## src/hw/tpc_cfg.svh

```systemverilog
`ifndef TPC_CFG_SVH
`define TPC_CFG_SVH

// ----------------------------------------------------------------
// Header and procedure bytes
// ----------------------------------------------------------------
`define TPC_HDR_LAST    3'h4
`define TPC_INS_GETRESP 8'hC0
`define TPC_PB_MORE     8'h61
`define TPC_PB_WRONGLE  8'h6C

// ----------------------------------------------------------------
// Status words
// ----------------------------------------------------------------
`define TPC_SW_OK       16'h9000
`define TPC_SW_WRONGLEN 16'h6700
`define TPC_SW_NOGR     16'h6985
`define TPC_SW_FALLBACK 16'h6F00

// ----------------------------------------------------------------
// Lengths
// ----------------------------------------------------------------
`define TPC_P3_MIN      8'h01
`define TPC_P3_MAX      8'hFF
`define TPC_CHUNK       9'h080

`endif

```

## src/hw/tpc_pkg.sv

```systemverilog
`include "tpc_cfg.svh"
`default_nettype none

package tpc_pkg;

	typedef enum logic [2:0] {
		ST_HDR  = 3'h0,
		ST_APP  = 3'h1,
		ST_ACK  = 3'h3,
		ST_RXD  = 3'h2,
		ST_WAIT = 3'h6,
		ST_DATA = 3'h7,
		ST_SW1  = 3'h5,
		ST_SW2  = 3'h4
	} tpc_state_t;

	typedef enum logic [2:0] {
		ACT_STAT  = 3'h0,
		ACT_6C    = 3'h1,
		ACT_ALL   = 3'h2,
		ACT_PART  = 3'h3,
		ACT_SPLIT = 3'h4
	} tpc_act_t;

	typedef enum logic [1:0] {
		CASE_2 = 2'h0,
		CASE_3 = 2'h1,
		CASE_4 = 2'h2
	} tpc_case_t;

	// Error answers must never look like normal completion
	function automatic logic [15:0] err_sw(input logic [15:0] sw);
		return (sw == `TPC_SW_OK) ? `TPC_SW_FALLBACK : sw;
	endfunction : err_sw

endpackage : tpc_pkg

`default_nettype wire

```

## src/hw/tpc_dec_if.sv

```systemverilog
`default_nettype none

interface tpc_dec_if;
	logic [7:0]        le;
	logic [8:0]        luicc;
	logic              ok;
	logic [15:0]       sw_in;
	tpc_pkg::tpc_act_t act;
	logic [7:0]        xx;
	logic [15:0]       sw_out;

	modport req (output le, luicc, ok, sw_in, input act, xx, sw_out);
	modport dec (input le, luicc, ok, sw_in, output act, xx, sw_out);
endinterface : tpc_dec_if

`default_nettype wire

```

## src/hw/tpc_len_dec.sv

```systemverilog
`include "tpc_cfg.svh"
`default_nettype none

module tpc_len_dec (
	tpc_dec_if.dec d
);

	// ----------------------------------------------------------------
	// Expected versus available length
	// ----------------------------------------------------------------
	always_comb begin
		d.act    = tpc_pkg::ACT_STAT;
		d.xx     = 8'h00;
		d.sw_out = d.sw_in;
		if (!d.ok) begin
			d.sw_out = tpc_pkg::err_sw(d.sw_in); // RL2
		end else if (d.luicc == 9'h000) begin
			// Nothing to return is never a normal completion
			d.act    = tpc_pkg::ACT_STAT;
			d.sw_out = tpc_pkg::err_sw(d.sw_in); // RL15
		end else if (d.le == 8'h00 || {1'b0, d.le} > d.luicc) begin
			d.act = tpc_pkg::ACT_6C; // RL15
			d.xx  = d.luicc[7:0];
		end else if ({1'b0, d.le} == d.luicc) begin
			// Answer longer than one chunk: ask for a shorter fetch
			if (d.luicc > `TPC_CHUNK) begin
				d.act = tpc_pkg::ACT_SPLIT; // RL16
				d.xx  = 8'(`TPC_CHUNK);
			end else begin
				d.act = tpc_pkg::ACT_ALL; // RL16
			end
		end else begin
			d.act = tpc_pkg::ACT_PART; // RL17
			d.xx  = 8'(d.luicc - {1'b0, d.le});
		end
	end

endmodule : tpc_len_dec

`default_nettype wire

```

## src/hw/tpc_top.sv

```systemverilog
// Notes on behaviour
// (RL1) Case 2 returns data and status, steered by 6Cxx and 61xx bytes.
// (RL2) Failed case 2 header gets status only, no data.
// (RL3) Case 3 data length P3 lies between 1 and 255.
// (RL4) Terminal sends body only when paced; abandons on status.
// (RL5) Case 3 status follows all data and completed processing.
// (RL6) Terminal drops the trailing Le byte for case 4.
// (RL7) Successful case 4 answers 61xx to request GET RESPONSE.
// (RL8) Terminal's GET RESPONSE P3 never exceeds the offered xx.
// (RL9) Terminal fetches with Le 00 after case 4 warnings.
// (RL10) Terminal ends case 4 on any other status.
// (RL11) GET RESPONSE completing case 4 is handled like case 2.
// (RL12) 61xx and 6Cxx appear only for case 2 and case 4.
// (RL13) Terminal resends header with P3 set to xx after 6Cxx.
// (RL14) On error, status may replace 61xx or 6Cxx.
// (RL15) Le 00 or above available gives 6C plus length, else error.
// (RL16) Le equal available: INS, data, status; or shorter 61xx.
// (RL17) Le below available: Le bytes then 61 with the remainder.
// (RL18) Case 4 ends with 61xx or an error status, never 9000.
// (RL19) Terminal ends case 2 on status after any data.
// (RL20) Terminal copies data unchanged into the response body.
// (RL21) Terminal passes both status bytes as the trailer.
// (RL22) Terminal stops on status but not on 61xx or 6Cxx.
// (RL23) Terminal keeps case, header and lengths until final status.
`include "tpc_cfg.svh"
`default_nettype none

module tpc_top (
	// Clock and reset
	input  wire  logic       CORE_CLK_I,
	input  wire  logic       NRST_I,
	// Link receive
	input  wire  logic       RX_VALID_I,
	input  wire  logic [7:0] RX_BYTE_I,
	// Link transmit
	output var   logic       TX_VALID_O,
	output var   logic [7:0] TX_BYTE_O,
	input  wire  logic       TX_READY_I,
	// Command header towards the application
	output var   logic       CMD_VALID_O,
	output var   logic [7:0] CMD_CLA_O,
	output var   logic [7:0] CMD_INS_O,
	output var   logic [7:0] CMD_P1_O,
	output var   logic [7:0] CMD_P2_O,
	output var   logic [7:0] CMD_P3_O,
	// Header classification from the application
	input  wire  logic       APP_HDR_I,
	input  wire  logic [1:0] APP_CASE_I,
	// Completion from the application
	input  wire  logic       APP_DONE_I,
	input  wire  logic       APP_OK_I,
	input  wire  logic [7:0] APP_SW1_I,
	input  wire  logic [7:0] APP_SW2_I,
	input  wire  logic [8:0] APP_RLEN_I,
	// Command data towards the application
	output var   logic       DIN_VALID_O,
	output var   logic [7:0] DIN_BYTE_O,
	// Response buffer read port
	output var   logic [8:0] RD_ADDR_O,
	input  wire  logic [7:0] RD_DATA_I
);

	// ----------------------------------------------------------------
	// State
	// ----------------------------------------------------------------
	tpc_pkg::tpc_state_t state,    next_state;
	tpc_pkg::tpc_case_t  cse,      next_cse;
	logic [7:0]          hdr [5];
	logic [7:0]          next_hdr [5];
	logic [2:0]          hdr_cnt,  next_hdr_cnt;
	logic                cmd_vld,  next_cmd_vld;
	logic                din_vld,  next_din_vld;
	logic [7:0]          din_byte, next_din_byte;
	logic                tx_vld,   next_tx_vld;
	logic [7:0]          tx_byte,  next_tx_byte;
	logic [8:0]          rd_addr,  next_rd_addr;
	logic                fetch,    next_fetch;
	logic [8:0]          left,     next_left;
	logic                dir_out,  next_dir_out;
	logic [15:0]         trail,    next_trail;
	logic                pend,     next_pend;
	logic [8:0]          base,     next_base;
	logic [8:0]          rem,      next_rem;
	logic [15:0]         sav_sw,   next_sav_sw;

	logic                tx_done;
	logic                is_gr;
	logic                in_wait;
	logic                dec_go;
	logic [8:0]          base_sel;
	logic [15:0]         app_sw;

	tpc_dec_if dif ();

	tpc_len_dec u_dec (
		.d (dif.dec)
	);

	assign tx_done   = tx_vld & TX_READY_I;
	assign is_gr     = (hdr[1] == `TPC_INS_GETRESP);
	assign in_wait   = (state == tpc_pkg::ST_WAIT);
	assign app_sw    = {APP_SW1_I, APP_SW2_I};
	assign dif.le    = hdr[4];
	// A pending fetch is always a success with stored status
	assign dif.luicc = in_wait ? APP_RLEN_I : rem;
	assign dif.ok    = in_wait ? APP_OK_I : 1'b1;
	assign dif.sw_in = in_wait ? app_sw : sav_sw;

	// ----------------------------------------------------------------
	// Next state
	// ----------------------------------------------------------------
	always_comb begin
		next_state    = state;
		next_cse      = cse;
		next_hdr      = hdr;
		next_hdr_cnt  = hdr_cnt;
		next_cmd_vld  = 1'b0;
		next_din_vld  = 1'b0;
		next_din_byte = din_byte;
		next_tx_vld   = tx_vld;
		next_tx_byte  = tx_byte;
		next_rd_addr  = rd_addr;
		next_fetch    = fetch;
		next_left     = left;
		next_dir_out  = dir_out;
		next_trail    = trail;
		next_pend     = pend;
		next_base     = base;
		next_rem      = rem;
		next_sav_sw   = sav_sw;
		dec_go        = 1'b0;
		base_sel      = 9'h000;

		unique case (state)
			tpc_pkg::ST_HDR: begin
				if (RX_VALID_I) begin
					next_hdr[hdr_cnt] = RX_BYTE_I;
					next_hdr_cnt      = hdr_cnt + 3'h1;
					if (hdr_cnt == `TPC_HDR_LAST) begin
						next_hdr_cnt = 3'h0;
						next_state   = tpc_pkg::ST_APP;
						next_cmd_vld = !is_gr;
					end
				end
			end
			tpc_pkg::ST_APP: begin
				if (is_gr) begin
					if (pend) begin
						dec_go   = 1'b1; // RL11
						base_sel = base;
					end else begin
						next_trail = `TPC_SW_NOGR;
						next_state = tpc_pkg::ST_SW1;
					end
				end else begin
					// A new command drops any unfetched answer
					next_pend = 1'b0;
					if (APP_HDR_I) begin
						next_cse = tpc_pkg::tpc_case_t'(APP_CASE_I);
						if (!APP_OK_I) begin
							next_trail = tpc_pkg::err_sw(app_sw); // RL2
							next_state = tpc_pkg::ST_SW1;
						end else if (APP_CASE_I == tpc_pkg::CASE_2) begin
							next_state = tpc_pkg::ST_WAIT;
						end else if (hdr[4] < `TPC_P3_MIN
							|| hdr[4] > `TPC_P3_MAX) begin
							next_trail = `TPC_SW_WRONGLEN; // RL3
							next_state = tpc_pkg::ST_SW1;
						end else begin
							next_dir_out = 1'b0; // RL4
							next_state   = tpc_pkg::ST_ACK;
						end
					end
				end
			end
			tpc_pkg::ST_ACK: begin
				if (!tx_vld) begin
					next_tx_vld  = 1'b1;
					next_tx_byte = hdr[1]; // RL16
				end else if (TX_READY_I) begin
					next_tx_vld = 1'b0;
					next_fetch  = 1'b1;
					if (dir_out) begin
						next_state = tpc_pkg::ST_DATA;
					end else begin
						next_left  = {1'b0, hdr[4]};
						next_state = tpc_pkg::ST_RXD;
					end
				end
			end
			tpc_pkg::ST_RXD: begin
				if (RX_VALID_I) begin
					next_din_vld  = 1'b1;
					next_din_byte = RX_BYTE_I;
					next_left     = left - 9'h001;
					if (left == 9'h001) begin
						next_state = tpc_pkg::ST_WAIT;
					end
				end
			end
			tpc_pkg::ST_WAIT: begin
				if (APP_DONE_I) begin
					unique case (cse)
						tpc_pkg::CASE_3: begin
							next_trail = APP_OK_I ? app_sw
								: tpc_pkg::err_sw(app_sw); // RL5
							next_state = tpc_pkg::ST_SW1;
						end
						tpc_pkg::CASE_4: begin
							next_state = tpc_pkg::ST_SW1;
							if (APP_OK_I && APP_RLEN_I != 9'h000) begin
								next_trail  = {`TPC_PB_MORE,
									APP_RLEN_I[7:0]}; // RL7
								next_pend   = 1'b1;
								next_base   = 9'h000;
								next_rem    = APP_RLEN_I;
								next_sav_sw = app_sw;
							end else begin
								next_trail = tpc_pkg::err_sw(app_sw); // RL18
							end
						end
						default: begin
							dec_go = 1'b1; // RL1
						end
					endcase
				end
			end
			tpc_pkg::ST_DATA: begin
				if (fetch) begin
					// Read port answers one cycle after the address
					next_fetch = 1'b0;
				end else if (!tx_vld) begin
					next_tx_vld  = 1'b1;
					next_tx_byte = RD_DATA_I;
				end else if (TX_READY_I) begin
					next_tx_vld  = 1'b0;
					next_fetch   = 1'b1;
					next_rd_addr = rd_addr + 9'h001;
					next_left    = left - 9'h001;
					if (left == 9'h001) begin
						next_state = tpc_pkg::ST_SW1;
					end
				end
			end
			tpc_pkg::ST_SW1: begin
				if (!tx_vld) begin
					next_tx_vld  = 1'b1;
					next_tx_byte = trail[15:8];
				end else if (TX_READY_I) begin
					next_tx_vld = 1'b0;
					next_state  = tpc_pkg::ST_SW2;
				end
			end
			tpc_pkg::ST_SW2: begin
				if (!tx_vld) begin
					next_tx_vld  = 1'b1;
					next_tx_byte = trail[7:0];
				end else if (TX_READY_I) begin
					next_tx_vld = 1'b0;
					next_state  = tpc_pkg::ST_HDR;
				end
			end
		endcase

		// Case 2 answer, shared by direct commands and fetches
		if (dec_go) begin
			next_state = tpc_pkg::ST_SW1;
			unique case (dif.act)
				tpc_pkg::ACT_STAT: begin
					next_trail = dif.sw_out; // RL14
					next_pend  = 1'b0;
				end
				tpc_pkg::ACT_6C: begin
					next_trail = {`TPC_PB_WRONGLE, dif.xx}; // RL15
				end
				tpc_pkg::ACT_ALL: begin
					next_trail   = dif.sw_out; // RL16
					next_pend    = 1'b0;
					next_dir_out = 1'b1;
					next_left    = dif.luicc;
					next_rd_addr = base_sel;
					next_state   = tpc_pkg::ST_ACK;
				end
				tpc_pkg::ACT_PART: begin
					next_trail   = {`TPC_PB_MORE, dif.xx}; // RL17
					next_pend    = 1'b1;
					next_dir_out = 1'b1;
					next_left    = {1'b0, hdr[4]};
					next_rd_addr = base_sel;
					next_base    = base_sel + {1'b0, hdr[4]};
					next_rem     = dif.luicc - {1'b0, hdr[4]};
					next_sav_sw  = dif.sw_in;
					next_state   = tpc_pkg::ST_ACK;
				end
				tpc_pkg::ACT_SPLIT: begin
					next_trail  = {`TPC_PB_MORE, dif.xx}; // RL12
					next_pend   = 1'b1;
					next_base   = base_sel;
					next_rem    = dif.luicc;
					next_sav_sw = dif.sw_in;
				end
				default: begin
					next_trail = `TPC_SW_FALLBACK;
					next_pend  = 1'b0;
				end
			endcase
		end
	end

	// ----------------------------------------------------------------
	// Registers
	// ----------------------------------------------------------------
	always_ff @(posedge CORE_CLK_I or negedge NRST_I) begin
		if (!NRST_I) begin
			state    <= tpc_pkg::ST_HDR;
			cse      <= tpc_pkg::CASE_2;
			hdr      <= '{default: 8'h00};
			hdr_cnt  <= 3'h0;
			cmd_vld  <= 1'b0;
			din_vld  <= 1'b0;
			din_byte <= 8'h00;
			tx_vld   <= 1'b0;
			tx_byte  <= 8'h00;
			rd_addr  <= 9'h000;
			fetch    <= 1'b0;
			left     <= 9'h000;
			dir_out  <= 1'b0;
			trail    <= 16'h0000;
			pend     <= 1'b0;
			base     <= 9'h000;
			rem      <= 9'h000;
			sav_sw   <= 16'h0000;
		end else begin
			state    <= next_state;
			cse      <= next_cse;
			hdr      <= next_hdr;
			hdr_cnt  <= next_hdr_cnt;
			cmd_vld  <= next_cmd_vld;
			din_vld  <= next_din_vld;
			din_byte <= next_din_byte;
			tx_vld   <= next_tx_vld;
			tx_byte  <= next_tx_byte;
			rd_addr  <= next_rd_addr;
			fetch    <= next_fetch;
			left     <= next_left;
			dir_out  <= next_dir_out;
			trail    <= next_trail;
			pend     <= next_pend;
			base     <= next_base;
			rem      <= next_rem;
			sav_sw   <= next_sav_sw;
		end
	end

	assign TX_VALID_O  = tx_vld;
	assign TX_BYTE_O   = tx_byte;
	assign CMD_VALID_O = cmd_vld;
	assign CMD_CLA_O   = hdr[0];
	assign CMD_INS_O   = hdr[1];
	assign CMD_P1_O    = hdr[2];
	assign CMD_P2_O    = hdr[3];
	assign CMD_P3_O    = hdr[4];
	assign DIN_VALID_O = din_vld;
	assign DIN_BYTE_O  = din_byte;
	assign RD_ADDR_O   = rd_addr;

endmodule : tpc_top

`default_nettype wire

```

## config.mk

```make
export PLATFORM = sky130hd
export DESIGN_NAME = tpc_top
export DESIGN_NICKNAME = d
export VERILOG_FILES = /design/src/hw/tpc_pkg.sv /design/src/hw/tpc_dec_if.sv /design/src/hw/tpc_len_dec.sv /design/src/hw/tpc_top.sv
export VERILOG_INCLUDE_DIRS = /design/src /design/src/hw
export SDC_FILE = /design/constraint.sdc
export NUM_CORES = 1
export LEC_CHECK = 0
export BUFFER_PORTS_ARGS = -buffer_cell sky130_fd_sc_hd__buf_2
export CAP_MARGIN = 40
export CORE_MARGIN = 5
export CORE_UTILIZATION = 58
export CTS_CLUSTER_DIAMETER = 200
export DETAILED_ROUTE_END_ITERATION = 16
export PLACE_DENSITY = 0.81
export SLEW_MARGIN = 20
export SYNTH_ARGS = -nofsm -noshare
export SYNTH_HDL_FRONTEND = slang
export SYNTH_SLANG_ARGS = --single-unit
```

## constraint.sdc

```tcl
create_clock -name CORE_CLK_I -period 4.4 [get_ports CORE_CLK_I]
set_input_delay 0.22 -clock CORE_CLK_I [delete_from_list [all_inputs] [get_ports CORE_CLK_I]]
set_output_delay 0.22 -clock CORE_CLK_I [all_outputs]
set_load 0.01 [all_outputs]
```

# Word-level counts from Yosys, hierarchy flattened
# Cells that the tools add are included.
# W data, S select, Z words.
[totals]
elab_cells = 248
in_bits = 50
ff_bits = 138
output_inout_bits = 68
[op_classes]
eq_ne = 47
mux = 138
n_addsub = 5
n_bitwise = 2
n_reduce_logical = 28
order_cmp = 6
[ops]
columns = ["cell", "count"]
rows = [
  ["$mux W16", 21],
  ["$mux W9", 28],
  ["$mux W3", 31],
  ["$mux W8", 11],
  ["$pmux W16 S2", 2],
  ["$pmux W9 S2", 3],
  ["$pmux W16 S3", 1],
  ["$ne A3 B3 Y1 const B", 14],
  ["$bwmux W40", 1],
  ["$eq A16 B16 Y1 const B", 2],
  ["$pmux W8 S4", 1],
  ["$mux W1", 31],
  ["$pmux W9 S3", 1],
  ["$demux W8 S3", 1],
  ["$pmux W3 S8", 1],
  ["$eq A3 B3 Y1 const B", 6],
  ["$reduce_and A18 Y1", 1],
  ["$ne A2 B2 Y1 const B", 7],
  ["$eq A3 B2 Y1 const B", 4],
  ["$ne A5 B5 Y1 const B", 2],
  ["$pmux W1 S2", 5],
  ["$add A9 B1 Y9 const B", 1],
  ["$add A9 B8 Y9", 1],
  ["$eq A8 B9 Y1", 1],
  ["36 further kinds", 49],
]

# Longest topological paths before layout
[logic_depth]
depth_word = 12
mapped_depth = 17
mapped_depth_nobuf = 13

# Cells and area by module
# From an unflattened synthesis, not the netlist that was laid out.
[unflattened]
hier_cells = 974
hier_area_um2 = 9151.3
[modules_own_cells]
columns = ["mod", "n_inst", "area_each_um2", "cells_per_inst", "seq_area_each_um2"]
rows = [
  ["tpc_top", 1, 8229.1, 849, 3453.3],
  ["tpc_len_dec", 1, 922.1, 125, 0.0],
]

# Worst setup path before layout
# Ideal clock, no wire load.
[synth_path]
kind = "flip-flop to flip-flop"
start = "register state[0]"
end = "register sav_sw[10]"
path_buffers = 4
path_stages_with_launch = 17
path_slack_ps = 657
required_ps = 4275
setup_ps = 125
arrival_time_ps = 3618
period_less_slack_ps = 3743
cell_sequence = "dfrtp_1 -> buf_2 -> and3b_1 -> buf_2 -> buf_1 -> mux2i_1 -> inv_1 -> ha_1 -> and3_1 -> o21ai_0 -> a21oi_1 -> o2111ai_2 -> nor2_4 -> nand2_2 -> o21ai_4 -> buf_6 -> mux2_4"
[synth_between]
elab_chain_len = 12
elab_cells_between_ends = 22
classes_between = "order compare (2); eq/ne (5); mux (12); reduce/logical (3)"
[synth_lines]
columns = ["element", "line_no", "source"]
rows = [
  ["start: declaration", "tpc_top.sv:66", "tpc_pkg::tpc_state_t state, next_state;"],
  ["start signal: assignment", "tpc_top.sv:315", "state <= tpc_pkg::ST_HDR;"],
  ["start signal: assignment", "tpc_top.sv:334", "state <= next_state;"],
  ["$eq A3 B3 Y1", "tpc_top.sv:101, tpc_top.sv:134", ""],
  ["$mux W9", "tpc_top.sv:105", "assign dif.luicc = in_wait ? APP_RLEN_I : rem;"],
  ["$gt A9 B8 Y1 (no line)", "--", ""],
  ["$mux W3", "tpc_len_dec.sv:26", "if (d.luicc > `TPC_CHUNK) begin"],
  ["$mux W3", "tpc_len_dec.sv:24", "end else if ({1'b0, d.le} == d.luicc) begin"],
  ["$mux W3", "tpc_len_dec.sv:21", "end else if (d.le == 8'h00 || {1'b0, d.le} > d.luicc) begin"],
  ["$mux W3", "tpc_len_dec.sv:17", "end else if (d.luicc == 9'h000) begin"],
  ["$mux W3", "tpc_len_dec.sv:15", "if (!d.ok) begin"],
  ["$eq A3 B3 Y1 / $eq A3 B2 Y1 (equally long branches)", "tpc_top.sv:268", "unique case (dif.act)"],
  ["$reduce_or A2 Y1 (no line)", "--", ""],
  ["$mux W16", "tpc_top.sv:268", ""],
  ["$mux W16 *", "tpc_top.sv:266", "if (dec_go) begin"],
  ["named net next_sav_sw[10]", "tpc_top.sv:84", "logic [15:0] sav_sw, next_sav_sw;"],
  ["end signal: assignment", "tpc_top.sv:351", "sav_sw <= next_sav_sw;"],
  ["end: declaration", "tpc_top.sv:84", ""],
]
# The timed path passes the listed nets; every way through them passes the cells marked *.
# A chain may end at the register's enable or synchronous reset.

# Worst setup path after layout
[layout_path]
start = "register hdr (netlist bit CMD_INS_O[1])"
end = "register base[8]"
[layout_between]
elab_chain_len = 6
elab_cells_between_ends = 8
classes_between = "add/sub (1); eq/ne (1); mux (6)"
[layout_lines]
columns = ["element", "line_no", "source"]
rows = [
  ["start: declaration", "tpc_top.sv:68", "logic [7:0] hdr [5];"],
  ["start signal: assignment", "tpc_top.sv:336", "hdr <= next_hdr;"],
  ["$eq A8 B8 Y1 (no line) *", "--", ""],
  ["$mux W9", "tpc_top.sv:147", "if (is_gr) begin"],
  ["$mux W9", "tpc_top.sv:134", "unique case (state)"],
  ["$add A9 B8 Y9", "tpc_top.sv:290", "next_base = base_sel + {1'b0, hdr[4]};"],
  ["$pmux W9 S2", "tpc_top.sv:268", ""],
  ["$mux W9 *", "tpc_top.sv:266", ""],
  ["named net next_base[8]", "tpc_top.sv:82", "logic [8:0] base, next_base;"],
  ["end signal: assignment", "tpc_top.sv:349", "base <= next_base;"],
  ["end: declaration", "tpc_top.sv:82", ""],
]
# Marked as above.

==> impl_metrics.tcl <==
set metrics [dict create \
    clk_latency_ns 0.43 \
    synth_ff_type "dfrtp_1" \
    critPathSlowestCell "and3_1" \
    areaGrowthSynthToFinish_pct 17.6 \
    antenna_found_initial 0 \
    num_rows 43 \
    cts_root_buf "clkbuf_16" \
    diodes 0 \
    final_util_pct 69.8 \
    grt_usage_pct 29.1 \
    clock_skew_ns 0.0145 \
    crit_chain "nor4b_1, and3_1, and2_1, ha_1, a21o_1, a21oi_1, nor2b_1, o21a_1, nor4_1, nor3_1, o31a_1, o31ai_1" \
    critPathMaxFanout 14 \
    status "completed" \
    cts_tree "done" \
    die-area_sq_mm 0.0168 \
    cts-resized-gates 0 \
    ys_seq_area_share_pct 41.6 \
    wl_per_cell_microns 20.9 \
    grt_setup_unrepaired "false" \
    whs_path_depth 2 \
    max_slew_margin_pct 43.0 \
    post-place-ws_ns 0.588 \
    ys_warn_count 0 \
    hold_buffers 1 \
    clkSinkCount 138 \
    ir_drop_mv 0.499 \
    die_h_microns 130 \
    synth_edf_count 0 \
    setup_viol_count_final 0 \
    setup_tns_ns 0 \
    hold_path.class "input port to flop" \
    postRouteAntennaNets 0 \
    ys_ff_latch 138 \
    nFillCells 1077 \
    grt_pass1_vias 7218 \
    syn-cell-area_sq_mm 0.00831 \
    post-cts-setup-buffers 0 \
    grt_pass1_wl_microns 38600 \
    reg2reg_to "base[8]$_DFF_PN0_" \
    drt_iter0_markers 1065 \
    cp-end-kind "flop" \
    r2r_start "CMD_INS_O[1]$_DFFE_PN0P_" \
    crit_path_end "base[8]$_DFF_PN0_" \
    htree_num_levels 4 \
    cellPowerDensity_mw_per_mm2 757 \
    syn_avg_cell_area_sq_um 9.59 \
    slew_viol_final 0 \
    fin_crit_ns 3.95 \
    startpoint "CMD_INS_O[1]$_DFFE_PN0P_" \
    cp-start-kind "flop" \
    setup_slack_ns 0.455 \
    synthArstFlopShare_pct 100 \
    ioPinCount 118 \
    finalNetCount 1061 \
    clock_path_buffers 2 \
    final_area_sq_mm 0.00977 \
    syn_nets 940 \
    initial_core_util_pct 59.4 \
    firstDrtPassIters 5 \
    drc 0 \
    fmax_ghz 0.253 \
    clkTransAtPathRegs_ns 0.07 \
    dp_hpwl_microns 17900 \
    worst_pin_slew_ns 0.853 \
    viasPerCell 6.49 \
    reg2regPathDepth 12 \
    drv_cap 0 \
    cts_buffers 17 \
    totalWireLength_microns 24700 \
    die_x_microns 130 \
    dp_cells 1146 \
    num_vias 7655 \
    syn_inst 866 \
    port-buffer-count 117 \
    crit_type "flop to flop" \
    hold_viol_final 0 \
    gp_congestion 1.03 \
    fin_cells 1180 \
    grt-ovfl-total 0 \
    arrival_ns 4.23 \
    grt_max_degree 82 \
    post_dp_cell_area_sq_mm 0.00914 \
    placeableCoreArea_sq_mm 0.0140 \
    crit_required_ns 4.69 \
    p_leak_nw 4.56 \
    layout_worst_path_cycle_share_pct 89.7 \
    min_from "APP_CASE_I[1]" \
    synth_cell_types 79 \
    cp_slowest_stage_delay_ns 0.67 \
    layout-drive-gt1-share_pct 27.0 \
    r2r_slack_ns 0.45 \
]
[state kept, by name (all words and copies together) (netlist names), 9 cells and up]
register and count:
trail 16, base 9, left 9, rem 9, sav_sw 16, RD_ADDR_O 9
[critical path: cells and delay by family (launching register included)]
family | cells | cell delay [ns]
and+or+nand+nor | 6 | 1.89
DFF | 1 | 0.41
adders and majority gates | 1 | 0.28
AOI/OAI and AO/OA | 5 | 1.22
[routing by layer]
layer	GRT usage (%)	wire (microns)
met4	10.0	823
met3	6.43	2240
met1	41.3	10300
met2	44.5	11300
met5	0	0
[where the power goes]
part	switching, mW	total [mW]	internal [mW]
combinational	2.14	3.65	1.50
sequential	0.471	2.26	1.79
clock	0.593	1.49	0.896
[final cells by class]
| type | instances | area (sq um) | area share (%) |
|---|---|---|---|
| well taps | 180 | 225 | 2.31 |
| inverters | 31 | 116 | 1.19 |
| clock inverters | 12 | 148 | 1.51 |
| clock buffers | 20 | 467 | 4.78 |
| repair buffers | 141 | 792 | 8.11 |
| flip-flops and latches | 138 | 3450 | 35.3 |
| multi-input cells | 658 | 4570 | 46.8 |
[worst min-delay path by stage]
| stage | to |
|---|---|
| floorplan | CMD_CLA_O[0]$_DFFE_PN0P_ |
| finish | cse[1]$_DFFE_PN0P_ |
| global placement | sav_sw[8]$_DFF_PN0_ |
| CTS | cse[1]$_DFFE_PN0P_ |
| global route | cse[1]$_DFFE_PN0P_ |
| detailed placement | sav_sw[13]$_DFF_PN0_ |
[kinds of logic (layout without fill, tap and decap cells)]
kind of cell / Yosys count / after routing / synth area share [%]
fa+ha+maj: 24 / 24 / 3.79
mux: 91 / 91 / 12.7
compound gates: 223 / 223 / 17.8
flops: 138 / 138 / 41.6
simple gates: 298 / 298 / 18.4
buf+inv: 70 / 204 / 3.45
xor+xnor: 22 / 22 / 2.32
[placed cells by master, fill, tap and decap left out, types with 7 or more instances in the layout]
master,n
a221oi_1,11
nand2b_1,9
nor4_1,11
nor2_1,60
buf_2,117
nor3_1,20
mux2_4,9
inv_1,31
dfrtp_1,138
clkbuf_16,17
o22ai_1,20
a21oi_1,46
o211ai_1,14
a22o_1,9
nand3_1,20
ha_1,22
nand4_1,8
xor2_1,10
mux2i_1,14
nor2b_1,7
a31oi_1,7
o21ai_0,53
buf_4,21
mux2_2,66
xnor2_1,12
and2_1,13
nand2_1,106
and3_1,9
a21o_1,7
a22oi_1,9
[cell usage after synthesis (9+ instances only)]
master	n	share of area, %
o22ai_1	20	1.5
a22oi_1	9	0.81
o211ai_1	14	1.3
xor2_1	10	1.1
xnor2_1	12	1.3
mux2i_1	14	1.7
nor4_1	11	0.83
nor2_1	60	2.7
nor3_1	20	1.2
mux2_4	9	1.6
mux2_2	66	8.9
clkbuf_1	21	0.95
a221oi_1	11	1.2
and3_1	9	0.68
nand3_1	20	1.2
and2_1	13	0.98
dfrtp_1	138	42
ha_1	22	3.3
nand2_1	106	4.8
o21ai_0	54	3.3
a22o_1	9	0.95
nand2b_1	9	0.68
buf_2	10	0.60
inv_1	31	1.4
a21oi_1	46	2.8
[metrics by stage]
stage / hold WS (ns) / total power [mW]
floorplan: -0.0756 / 4.63
global placement: 0.391 / 5.72
detailed placement: 0.103 / 5.78
CTS: 0.0415 / 7.31
global route: 0.0474 / 7.82
finish: 0.0486 / 7.40
No activity file was read; power rests on OpenSTA's default activity.
